### src/rtl/tcpw_pkg.sv
// Function
// - Timer counts only while the run bit (mode bit 7) is one.
// - Prescaler code 000 divides by 256, each step halves, 111 divides by 2.
// - Source clock select 0 feeds instruction clock, 1 feeds oscillator clock.
// - Phase 0 gives high active output, 1 low; pin released after pulse.
// - Pulse mode bit one makes the block a one-shot pulse generator.
// - Outside pulse mode the request bit routes PWM to the pin.
// - In pulse mode with trigger select 0, request bit starts or stops pulse; hardware clears it.
// - Eight-bit counter overflow sets a sticky flag until software clears it.
// - Every overflow reloads the counter from the holding buffer reload value.
// - Reload writes land in a holding buffer, moved to active at overflow.
// - PWM active phase ends when counter equals duty compare value.
// - PWM period follows reload value, duty follows duty compare register.
// - Trigger select 0 uses request bit, 1 uses comparator output edge.
// - PWM goes active when enabled and again at each counter wrap.
// - Software-trigger pulse: wait, count, stop at overflow, clear request, flag.
// - Comparator-trigger pulse: start on edge, stop at overflow, flag, reload.
`default_nettype none
package tcpw_pkg;
    // ------------------------------------------------------------
    // Register offsets
    // ------------------------------------------------------------
    localparam logic [7:0] TCPW_ADDR_COUNT  = 8'h00b5;
    localparam logic [7:0] TCPW_ADDR_RELOAD = 8'h00b6;
    localparam logic [7:0] TCPW_ADDR_DUTY   = 8'h00b7;
    localparam logic [7:0] TCPW_ADDR_MODE   = 8'h00da;
    localparam logic [7:0] TCPW_ADDR_STATUS = 8'h00db;
    // ------------------------------------------------------------
    // Mode register fields
    // ------------------------------------------------------------
    localparam int TCPW_MODE_RUN    = 7;
    localparam int TCPW_MODE_RATE_HI = 6;
    localparam int TCPW_MODE_RATE_LO = 4;
    localparam int TCPW_MODE_SRC    = 3;
    localparam int TCPW_MODE_PHASE  = 2;
    localparam int TCPW_MODE_PULSE  = 1;
    localparam int TCPW_MODE_REQ    = 0;
    localparam int TCPW_STAT_FLAG   = 0;
    // ------------------------------------------------------------
    // Reset values and limits
    // ------------------------------------------------------------
    localparam logic [7:0] TCPW_RST_BYTE   = 8'h0000;
    localparam logic [7:0] TCPW_COUNT_TOP  = 8'h00ff;
    localparam logic [7:0] TCPW_PRESC_FULL = 8'h00ff;
endpackage
`default_nettype wire

### src/rtl/tcpw_tick_if.sv
`timescale 1ns/1ps
`default_nettype none
interface tcpw_tick_if;
    logic       fcpu_en;
    logic       fhosc_en;
    logic       src_sel;
    logic [2:0] rate;
    logic       run;
    logic       tick;
    modport src (input fcpu_en, input fhosc_en, input src_sel, input rate, input run,
                 output tick);
    modport sink (output fcpu_en, output fhosc_en, output src_sel, output rate,
                  output run, input tick);
endinterface
`default_nettype wire

### src/rtl/tcpw_timer.sv
`timescale 1ns/1ps
`default_nettype none
module tcpw_timer (
    // Clock and reset
    input wire logic  clk,
    input wire logic  rst_b,
    // Register port
    input wire logic  [7:0] reg_addr,
    input wire logic  [7:0] reg_wdata,
    input wire logic        reg_wr,
    input wire logic        reg_rd,
    output logic      [7:0] reg_rdata,
    // Source rate enables
    input wire logic  fcpu_en,
    input wire logic  fhosc_en,
    // Comparator trigger
    input wire logic  cmp_out,
    input wire logic  cmp_rise_sel,
    input wire logic  comparator_trigger_select,
    // Output pin and flag
    output logic      tc_pin,
    output logic      tc_pin_oe,
    output logic      overflow_flag
);
    import tcpw_pkg::*;

    // ------------------------------------------------------------
    // State
    // ------------------------------------------------------------
    logic [7:0] mode_q;
    logic [7:0] count_q;
    logic [7:0] reload_hold_q;
    logic [7:0] reload_act_q;
    logic [7:0] duty_q;
    logic       flag_q;
    logic       busy_q;
    logic       busy_d;
    logic       pwm_act_q;
    logic       pwm_act_d;
    logic       req_last_q;
    logic [7:0] rdata_q;
    logic       pin_q;
    logic       pin_oe_q;

    // ------------------------------------------------------------
    // Decode
    // ------------------------------------------------------------
    logic wr_count;
    logic wr_reload;
    logic wr_duty;
    logic wr_mode;
    logic wr_status;
    logic run;
    logic pulse_mode;
    logic phase;
    logic req;
    logic tick;
    logic cmp_edge;
    logic cnt_go;
    logic ovf;
    logic trig;
    logic en_rise;

    function automatic logic hit(input logic [7:0] a, input logic [7:0] off);
        hit = (a == off);
    endfunction

    assign wr_count  = reg_wr && hit(reg_addr, TCPW_ADDR_COUNT);
    assign wr_reload = reg_wr && hit(reg_addr, TCPW_ADDR_RELOAD);
    assign wr_duty   = reg_wr && hit(reg_addr, TCPW_ADDR_DUTY);
    assign wr_mode   = reg_wr && hit(reg_addr, TCPW_ADDR_MODE);
    assign wr_status = reg_wr && hit(reg_addr, TCPW_ADDR_STATUS);

    assign run        = mode_q[TCPW_MODE_RUN];
    assign pulse_mode = mode_q[TCPW_MODE_PULSE];
    assign phase      = mode_q[TCPW_MODE_PHASE];
    assign req        = mode_q[TCPW_MODE_REQ];

    // ------------------------------------------------------------
    // Prescaler and comparator edge
    // ------------------------------------------------------------
    tcpw_tick_if tk ();

    assign tk.fcpu_en  = fcpu_en;
    assign tk.fhosc_en = fhosc_en;
    assign tk.src_sel  = mode_q[TCPW_MODE_SRC];
    assign tk.rate     = mode_q[TCPW_MODE_RATE_HI:TCPW_MODE_RATE_LO];
    assign tk.run      = run && (!pulse_mode || busy_q);
    assign tick        = tk.tick;

    tcpw_prescale u_presc (
        .clk   (clk),
        .rst_b (rst_b),
        .tk    (tk.src)
    );

    tcpw_cmp_edge u_edge (
        .clk        (clk),
        .rst_b      (rst_b),
        .cmp_in     (cmp_out),
        .rise_sel   (cmp_rise_sel),
        .edge_pulse (cmp_edge)
    );

    // ------------------------------------------------------------
    // Counting
    // ------------------------------------------------------------
    assign cnt_go = run && tick && (!pulse_mode || busy_q);
    assign ovf    = cnt_go && (count_q == TCPW_COUNT_TOP);

    // Software write wins over the count step in the same cycle
    always_ff @(posedge clk or negedge rst_b) begin
        if (!rst_b) begin
            count_q <= TCPW_RST_BYTE;
        end else if (wr_count) begin
            count_q <= reg_wdata;
        end else if (ovf) begin
            count_q <= reload_hold_q;
        end else if (cnt_go) begin
            count_q <= count_q + 8'h0001;
        end
    end

    // Holding buffer moves to active only at overflow
    always_ff @(posedge clk or negedge rst_b) begin
        if (!rst_b) begin
            reload_hold_q <= TCPW_RST_BYTE;
            reload_act_q  <= TCPW_RST_BYTE;
        end else begin
            if (wr_reload) begin
                reload_hold_q <= reg_wdata;
            end
            if (ovf) begin
                reload_act_q <= reload_hold_q;
            end
        end
    end

    always_ff @(posedge clk or negedge rst_b) begin
        if (!rst_b) begin
            duty_q <= TCPW_RST_BYTE;
        end else if (wr_duty) begin
            duty_q <= reg_wdata;
        end
    end

    // Set wins over a write-one clear in the same cycle
    always_ff @(posedge clk or negedge rst_b) begin
        if (!rst_b) begin
            flag_q <= 1'b0;
        end else if (ovf) begin
            flag_q <= 1'b1;
        end else if (wr_status && reg_wdata[TCPW_STAT_FLAG]) begin
            flag_q <= 1'b0;
        end
    end

    // ------------------------------------------------------------
    // Mode register and pulse sequencing
    // ------------------------------------------------------------
    // Software write of the request bit wins over the hardware clear
    always_ff @(posedge clk or negedge rst_b) begin
        if (!rst_b) begin
            mode_q <= TCPW_RST_BYTE;
        end else if (wr_mode) begin
            mode_q <= reg_wdata;
        end else if (pulse_mode && !comparator_trigger_select && busy_q && ovf) begin
            mode_q[TCPW_MODE_REQ] <= 1'b0;
        end
    end

    // Comparator edges during a pulse are ignored
    assign trig = comparator_trigger_select ? cmp_edge : req;

    always_comb begin
        busy_d = busy_q;
        if (!run || !pulse_mode) begin
            busy_d = 1'b0;
        end else if (busy_q) begin
            if (ovf) begin
                busy_d = 1'b0;
            end else if (!comparator_trigger_select && !req) begin
                busy_d = 1'b0;
            end
        end else if (trig) begin
            busy_d = 1'b1;
        end
    end

    always_ff @(posedge clk or negedge rst_b) begin
        if (!rst_b) begin
            busy_q <= 1'b0;
        end else begin
            busy_q <= busy_d;
        end
    end

    // ------------------------------------------------------------
    // PWM waveform
    // ------------------------------------------------------------
    assign en_rise = req && !req_last_q;

    // Next count compared too, so the pin falls with the step onto duty
    always_comb begin
        pwm_act_d = pwm_act_q;
        if (en_rise || ovf) begin
            pwm_act_d = 1'b1;
        end else if (run && count_q == duty_q) begin
            pwm_act_d = 1'b0;
        end else if (cnt_go && !wr_count && (count_q + 8'h0001) == duty_q) begin
            pwm_act_d = 1'b0;
        end
    end

    always_ff @(posedge clk or negedge rst_b) begin
        if (!rst_b) begin
            pwm_act_q  <= 1'b0;
            req_last_q <= 1'b0;
        end else begin
            pwm_act_q  <= pwm_act_d;
            req_last_q <= req && !pulse_mode;
        end
    end

    // Pin is released to general purpose between pulses and, outside pulse mode, while the request bit is clear
    always_ff @(posedge clk or negedge rst_b) begin
        if (!rst_b) begin
            pin_q    <= 1'b0;
            pin_oe_q <= 1'b0;
        end else if (pulse_mode) begin
            pin_q    <= !phase;
            pin_oe_q <= busy_d;
        end else begin
            pin_q    <= pwm_act_d ? !phase : phase;
            pin_oe_q <= req;
        end
    end

    // ------------------------------------------------------------
    // Read port
    // ------------------------------------------------------------
    // Reload is write-only and reads zero, as do unmapped offsets
    always_ff @(posedge clk or negedge rst_b) begin
        if (!rst_b) begin
            rdata_q <= TCPW_RST_BYTE;
        end else if (reg_rd) begin
            unique case (reg_addr)
                TCPW_ADDR_COUNT:  rdata_q <= count_q;
                TCPW_ADDR_DUTY:   rdata_q <= duty_q;
                TCPW_ADDR_MODE:   rdata_q <= mode_q;
                TCPW_ADDR_STATUS: rdata_q <= {7'h00, flag_q};
                default:          rdata_q <= TCPW_RST_BYTE;
            endcase
        end else begin
            rdata_q <= TCPW_RST_BYTE;
        end
    end

    assign reg_rdata     = rdata_q;
    assign tc_pin        = pin_q;
    assign tc_pin_oe     = pin_oe_q;
    assign overflow_flag = flag_q;
endmodule
`default_nettype wire

### src/rtl/tcpw_prescale.sv
`timescale 1ns/1ps
`default_nettype none
module tcpw_prescale (
    // Clock and reset
    input wire logic  clk,
    input wire logic  rst_b,
    // Tick link
    tcpw_tick_if.src  tk
);
    import tcpw_pkg::*;

    logic [7:0] presc_q;
    logic [7:0] mask;
    logic       src_en;

    // Low bits all ones marks one full divide period
    assign mask   = TCPW_PRESC_FULL >> tk.rate;
    assign src_en = tk.src_sel ? tk.fhosc_en : tk.fcpu_en;
    assign tk.tick = tk.run && src_en && ((presc_q & mask) == mask);

    // Cleared while stopped so the first interval is whole
    always_ff @(posedge clk or negedge rst_b) begin
        if (!rst_b) begin
            presc_q <= TCPW_RST_BYTE;
        end else if (!tk.run) begin
            presc_q <= TCPW_RST_BYTE;
        end else if (src_en) begin
            presc_q <= presc_q + 8'h0001;
        end
    end
endmodule
`default_nettype wire

### src/rtl/tcpw_cmp_edge.sv
`timescale 1ns/1ps
`default_nettype none
module tcpw_cmp_edge (
    // Clock and reset
    input wire logic  clk,
    input wire logic  rst_b,
    // Comparator side
    input wire logic  cmp_in,
    input wire logic  rise_sel,
    // Event out
    output logic      edge_pulse
);
    logic sync1_q;
    logic sync2_q;
    logic last_q;

    // Two-stage synchroniser, first stage read only by second
    always_ff @(posedge clk or negedge rst_b) begin
        if (!rst_b) begin
            sync1_q <= 1'b0;
            sync2_q <= 1'b0;
            last_q  <= 1'b0;
        end else begin
            sync1_q <= cmp_in;
            sync2_q <= sync1_q;
            last_q  <= sync2_q;
        end
    end

    assign edge_pulse = rise_sel ? (sync2_q && !last_q) : (!sync2_q && last_q);
endmodule
`default_nettype wire

### config.mk
export PLATFORM = sky130hd
export DESIGN_NAME = tcpw_timer
export DESIGN_NICKNAME = d
export VERILOG_FILES = /design/src/rtl/tcpw_pkg.sv /design/src/rtl/tcpw_tick_if.sv /design/src/rtl/tcpw_timer.sv /design/src/rtl/tcpw_prescale.sv /design/src/rtl/tcpw_cmp_edge.sv
export SDC_FILE = /design/constraint.sdc
export NUM_CORES = 1
export LEC_CHECK = 0
export BUFFER_PORTS_ARGS = -buffer_cell sky130_fd_sc_hd__buf_2
export CAP_MARGIN = 20
export CORE_MARGIN = 2
export CORE_UTILIZATION = 64
export CTS_BUF_LIST = sky130_fd_sc_hd__clkbuf_2
export DETAILED_ROUTE_END_ITERATION = 7
export PLACE_DENSITY_LB_ADDON = 0.12
export SYNTH_ARGS = -nofsm -noshare
export SYNTH_HDL_FRONTEND = slang
export SYNTH_SLANG_ARGS = --single-unit
### constraint.sdc
create_clock -name clk -period 4.7 [get_ports clk]
set_input_delay 0 -clock clk [delete_from_list [all_inputs] [get_ports clk]]
set_output_delay 0 -clock clk [all_outputs]
set_load 0.005 [all_outputs]
# Word-level counts from Yosys, hierarchy flattened
# Cells that the tools add are included.
# op_classes
n_addsub,2
mul,0
div,0
magnitude_cmp,0
eq_ne,10
n_shift,1
muxes,25
n_bitwise,1
reduce_logical,38
# op_table
op,n
8-bit == test (second input constant),6
8-bit 2-to-1 mux,6
8-bit one-hot mux with 4 select lines,1
8-bit == test,3
1-bit logical AND,23
1-bit 2-to-1 mux,18
8-bit by 1-bit adder with 8-bit output (second input constant),2
1-bit logical NOT,9
8-bit bitwise AND,1
8-bit by 3-bit >> shifter with 8-bit output (first input constant),1
2-bit nonzero test,2
1-bit logical OR,3
3-bit nonzero test,1
2-bit inequality test (second input constant),1
# word_totals
regBits,57
latch_bits,0
mem_bits_rw,0
mem_bits_ro,0
inputBits,25
output_inout_bits,11
elab_cells,93
mem_count,0

# Logic depth before layout (Yosys ltp)
# logic_depth
word_depth,14
mapped_depth,8
mapped_depth_nobuf,8

# By module
# From an unflattened synthesis, not the netlist that was laid out.
# unflattened
cells_unflattened,286
hier_area_um2,3021.6
# by_module_without_submodules
mod,instances,cells_each,area_per_inst_um2,seq_area_each_um2
tcpw_timer,1,231,2468.6,1151.1
tcpw_prescale,1,49,455.4,200.2
tcpw_cmp_edge,1,6,97.6,75.1

# Least setup slack after synthesis
# No wires, ideal clock.
# synth_path
kind,register -> register
start,register mode_q[4]
end,register pin_q (netlist: tc_pin)
setup_ns,0.124
arrival_ns,2.029
required_ns,4.576
path_slack_ns,2.547
stages_incl_launch_ff,8
n_path_buf,0
period_less_slack_ns,2.153
cell_sequence,dfrtp_1 o21ai_0 a211o_1 a2111oi_4 o21ai_2 o41ai_2 nand4_1 xor2_1
# synth_via
elab_chain_len,13
word_cells_on_any_way,15
cone_classes,eq/ne: 1; shift: 1; mux: 5; bitwise: 1; reduce/logical: 7
# synth_rtl
item,line,rtl
"start, declared",tcpw_timer.sv:30,logic [7:0] mode_q;
"start signal, assigned",tcpw_timer.sv:166,mode_q <= reg_wdata;
8-bit by 3-bit >> shifter with 8-bit output (*),tcpw_prescale.sv:17,assign mask = TCPW_PRESC_FULL >> tk.rate;
8-bit bitwise AND,tcpw_prescale.sv:19,assign tk.tick = tk.run && src_en && ((presc_q & mask) == mask);
8-bit == test (*),tcpw_prescale.sv:19,
1-bit logical AND (*),tcpw_prescale.sv:19,
1-bit logical AND (*) (2 in series),tcpw_timer.sv:108,assign cnt_go = run && tick && (!pulse_mode || busy_q);
1-bit logical AND (2 in series),tcpw_timer.sv:210,end else if (cnt_go && !wr_count && (count_q + 8'h0001) == duty_q) begin
1-bit 2-to-1 mux,tcpw_timer.sv:210,
1-bit 2-to-1 mux,tcpw_timer.sv:208,end else if (run && count_q == duty_q) begin
1-bit 2-to-1 mux (*),tcpw_timer.sv:206,if (en_rise || ovf) begin
1-bit 2-to-1 mux (*),tcpw_timer.sv:234,pin_q <= pwm_act_d ? !phase : phase;
1-bit 2-to-1 mux (*),tcpw_timer.sv:230,end else if (pulse_mode) begin
"end signal, assigned",tcpw_timer.sv:231,pin_q <= !phase;
"end signal, assigned",tcpw_timer.sv:234,
"end, declared",tcpw_timer.sv:42,logic pin_q;
# Every way passes the cells marked *; elsewhere a longest branch is shown, timed or not.
# A chain may end at the register's enable or synchronous reset.

# Worst setup path in the final report
# Ends and elaborated chain as after synthesis.

==> impl_metrics.env <==
export IMPL_worstMarginPinSlew_ns=1.02
export IMPL_cts_buffers=9
export IMPL_netlist_area_um2=2890
export IMPL_layout_nets=359
export IMPL_diodes=0
export IMPL_post_cts_buffers=0
export IMPL_pwr_share_comb=0.115
export IMPL_rsz0062_at_grt="false"
export IMPL_pwr_share_seq=0.608
export IMPL_grt_use_total=0.282
export IMPL_finalSetupTns_ns=0
export IMPL_clkTransAtPathRegs_ns=0.16
export IMPL_port_buffers=35
export IMPL_start_util=0.663
export IMPL_vdd_drop_max_v=0.000155
export IMPL_firstDrtPassIters=6
export IMPL_drtAntennaViolNets=0
export IMPL_avgSynthCellArea_um2=10.4
export IMPL_row_count=24
export IMPL_wirelength_um=6510
export IMPL_cts_repair_resized=0
export IMPL_dieArea_um2=5070
export IMPL_clk_path_buf_depth=2
export IMPL_cap_viol_max_count=0
export IMPL_setup_violations=0
export IMPL_wl_per_cell_um=16.7
export IMPL_h_tree_depth=3
export IMPL_hpwlAfterDp_um=4340
export IMPL_dpl_cell_area_um2=3100
export IMPL_clockRootBuffer="clkbuf_2"
export IMPL_synth_top_family_by_area="simple AND/OR/NAND/NOR gates"
export IMPL_fillers=293
export IMPL_num_vias=2343
export IMPL_grt_max_degree=58
export IMPL_ys_types=44
export IMPL_gp_congestion=0.925
export IMPL_crit_slowest_cell="a2111oi_4"
export IMPL_period_needed_ns=2.84
export IMPL_grt_overflow=0
export IMPL_dieWidth_um=71.2
export IMPL_synthCells=277
export IMPL_grt_pass1_vias=2303
export IMPL_cell_internal_pwr_mw=0.630
export IMPL_netSwitchingPower_mw=0.245
export IMPL_max_freq_ghz=0.352
export IMPL_critPathMaxStageDelay_ns=0.95
export IMPL_cts_tree="built"
export IMPL_path_cells="o21ai_0 -> a211o_1 -> a2111oi_4 -> o21ai_2 -> o41ai_2 -> nand4_1 -> xor2_1"
export IMPL_final_core_util=0.771
export IMPL_ios=36
export IMPL_p_leak_nw=1.50
export IMPL_clk_latency_ns=0.49
export IMPL_power_density_nw_per_um2=261
export IMPL_drt_iter0_markers=198
export IMPL_synth_xor_area_share=0.0607
export IMPL_synth_compound_area_frac=0.134
export IMPL_die_h_um=71.2
export IMPL_critPathKind="flip-flop to flip-flop"
export IMPL_hold_viol_final=0
export IMPL_slew_viol_final=0
export IMPL_antenna_found_initial=0
export IMPL_fin_skew_ns=0.0228
export IMPL_synth_simple_gate_area_frac=0.175
export IMPL_ys_seq_area_frac=0.494
export IMPL_ys_ff_latch=57
export IMPL_drc=0
export IMPL_cp_arrival_ns=3.21
export IMPL_routed_via_density=6.02
export IMPL_place_ws_ns=1.93
export IMPL_cp_end_kind="flip-flop"
export IMPL_synth_nets=304
export IMPL_holdCritPathClass="input port to flip-flop"
export IMPL_switching_share=0.280
export IMPL_synth_mux_area_frac=0.107
export IMPL_start_kind="flip-flop"
export IMPL_synth_warnings=0
export IMPL_required_ns=5.08
export IMPL_period_share=0.604
export IMPL_syn_to_final_growth_pct=16.3
export IMPL_grt_pass1_wl_um=10900
export IMPL_core_um2=4350
export IMPL_p_clk_frac=0.277
export IMPL_fin_ws_ns=1.86
export IMPL_drive_gt1_frac=0.240
export IMPL_stdcell_area_um2=3360
export IMPL_outcome="complete, no violations"
export IMPL_relSlewSlack=0.317
export IMPL_synthAdderAreaFrac=0.00867
export IMPL_cts_sinks=57
export IMPL_cp_max_fo=17
## state kept, by name, summed over array words and instances (netlist names), 8 cells and up
| signal | cells |
|---|---|
| reload_hold_q | 8 |
| reg_rdata | 8 |
| mode_q | 8 |
| duty_q | 8 |
| u_presc.presc_q | 8 |
| count_q | 8 |
## placed cells by master, fill, tap and decap left out, drive strengths merged, types with 4 or more instances in the layout
| cell type | Yosys | final |
|---|---|---|
| a21oi | 9 | 9 |
| a222oi | 7 | 7 |
| and3 | 5 | 5 |
| buf | 1 | 37 |
| clkbuf | 10 | 11 |
| clkinv | 0 | 5 |
| dfrtp | 57 | 57 |
| dlygate4sd3 | 0 | 18 |
| inv | 4 | 4 |
| mux2 | 24 | 24 |
| mux2i | 4 | 4 |
| nand2 | 36 | 36 |
| nand3 | 12 | 12 |
| nand4 | 4 | 4 |
| nor2 | 23 | 23 |
| o211ai | 4 | 4 |
| o21ai | 19 | 19 |
| xnor2 | 12 | 12 |
| xor2 | 8 | 8 |
## per-layer routing
metal  vias to the layer above  track usage  routed length [um]
met2                        94        0.457                3090
li1                       1116            -                   -
met1                      1111        0.363                2820
met3                        22       0.0556                 419
met4                         0        0.138                 177
met5                         -            0                   0
## kinds of logic (layout without fill, tap and decap cells)
| group | count (synthesis) | count (layout) |
|---|---|---|
| AOI/OAI and AO/OA | 54 | 54 |
| xor gates and xnor gates | 20 | 20 |
| adders and majority gates | 2 | 2 |
| buffers and inverters | 15 | 75 |
| DFF | 57 | 57 |
| muxes | 28 | 28 |
| and+or+nand+nor | 101 | 101 |
## synth_stat cells, drive strengths merged
cell type | instances | share of area
a2111oi | 1 | 0.0095
a211o | 1 | 0.0030
a211oi | 1 | 0.0026
a21o | 3 | 0.0078
a21oi | 9 | 0.016
a222oi | 7 | 0.024
a22oi | 1 | 0.0026
a31oi | 3 | 0.0065
and2 | 2 | 0.0043
and3 | 5 | 0.011
and4 | 3 | 0.0091
buf | 1 | 0.0017
clkbuf | 10 | 0.013
dfrtp | 57 | 0.49
ha | 2 | 0.0087
inv | 4 | 0.0052
mux2 | 24 | 0.094
mux2i | 4 | 0.014
nand2 | 36 | 0.047
nand2b | 1 | 0.0022
nand3 | 12 | 0.021
nand3b | 2 | 0.0052
nand4 | 4 | 0.0087
nand4b | 1 | 0.0030
nand4bb | 1 | 0.0039
nor2 | 23 | 0.030
nor2b | 2 | 0.0043
nor3 | 2 | 0.0035
nor3b | 2 | 0.0052
nor4 | 1 | 0.0043
nor4b | 3 | 0.011
o211ai | 4 | 0.010
o21ai | 19 | 0.034
o221ai | 2 | 0.0061
o31a | 1 | 0.0030
o31ai | 1 | 0.0026
o41ai | 1 | 0.0056
or2 | 1 | 0.0022
xnor2 | 12 | 0.036
xor2 | 8 | 0.024
## path summary, 6_finish.rpt
check                                     from            endpoint  slack [ns]  depth (start not counted)
worst min register to register  u_edge.sync1_q      u_edge.sync2_q        0.38                          0
worst max-delay path                 mode_q[4]              tc_pin        1.86                          7
max in group asynchronous                rst_b    reload_hold_q[3]        4.04                          3
worst min-delay path                  fhosc_en  u_presc.presc_q[0]        0.03                          4
worst max register to register       mode_q[4]              tc_pin        1.86                          7
min in group asynchronous                rst_b        reg_rdata[3]        0.17                          3
## power by group through the flow
stage          logic [mW]  clock network (mW)  registers (mW)
2_1_floorplan      0.0563                   0           0.532
3_3_place_gp       0.0856                   0           0.541
3_5_place_dp       0.0888                   0           0.541
4_1_cts            0.0995               0.247           0.532
5_1_grt             0.110               0.265           0.535
6_report            0.100               0.243           0.533
## worst max-delay path, delay by kind of cell, from the launching register on
| family | cells | cell delay [ns] |
|---|---|---|
| flops | 1 | 0.46 |
| simple gates | 1 | 0.16 |
| xor+xnor | 1 | 0.16 |
| compound gates | 5 | 1.93 |
## timing repair
action	CTS	global route
endpoints found under the hold margin	102	0
hold buffers	18	0
endpoints found under the setup margin	0	0
## per-stage QoR
| stage | hold WS (ns) | std cells | power, mW |
|---|---|---|---|
| 6_report | 0.0336 | 389 | 0.876 |
| 5_1_grt | 0.0708 | 389 | 0.910 |
| 4_1_cts | 0.0435 | 389 | 0.878 |
| 3_5_place_dp | 0.109 | 355 | 0.630 |
| 3_3_place_gp | 0.108 | 355 | 0.626 |
| 2_1_floorplan | -0.296 | 277 | 0.588 |
## area by class of cell
type                    instances  area (um^2)  share of cell area
well taps                      52         65.1              0.0194
clock buffers                  11         55.1              0.0164
multi-input cells             205         1400               0.418
flip-flops and latches         57         1430               0.425
inverters                       4         15.0             0.00447
clock inverters                 5         22.5             0.00671
repair buffers                 55          370               0.110
No activity file was read; power rests on OpenSTA's default activity.
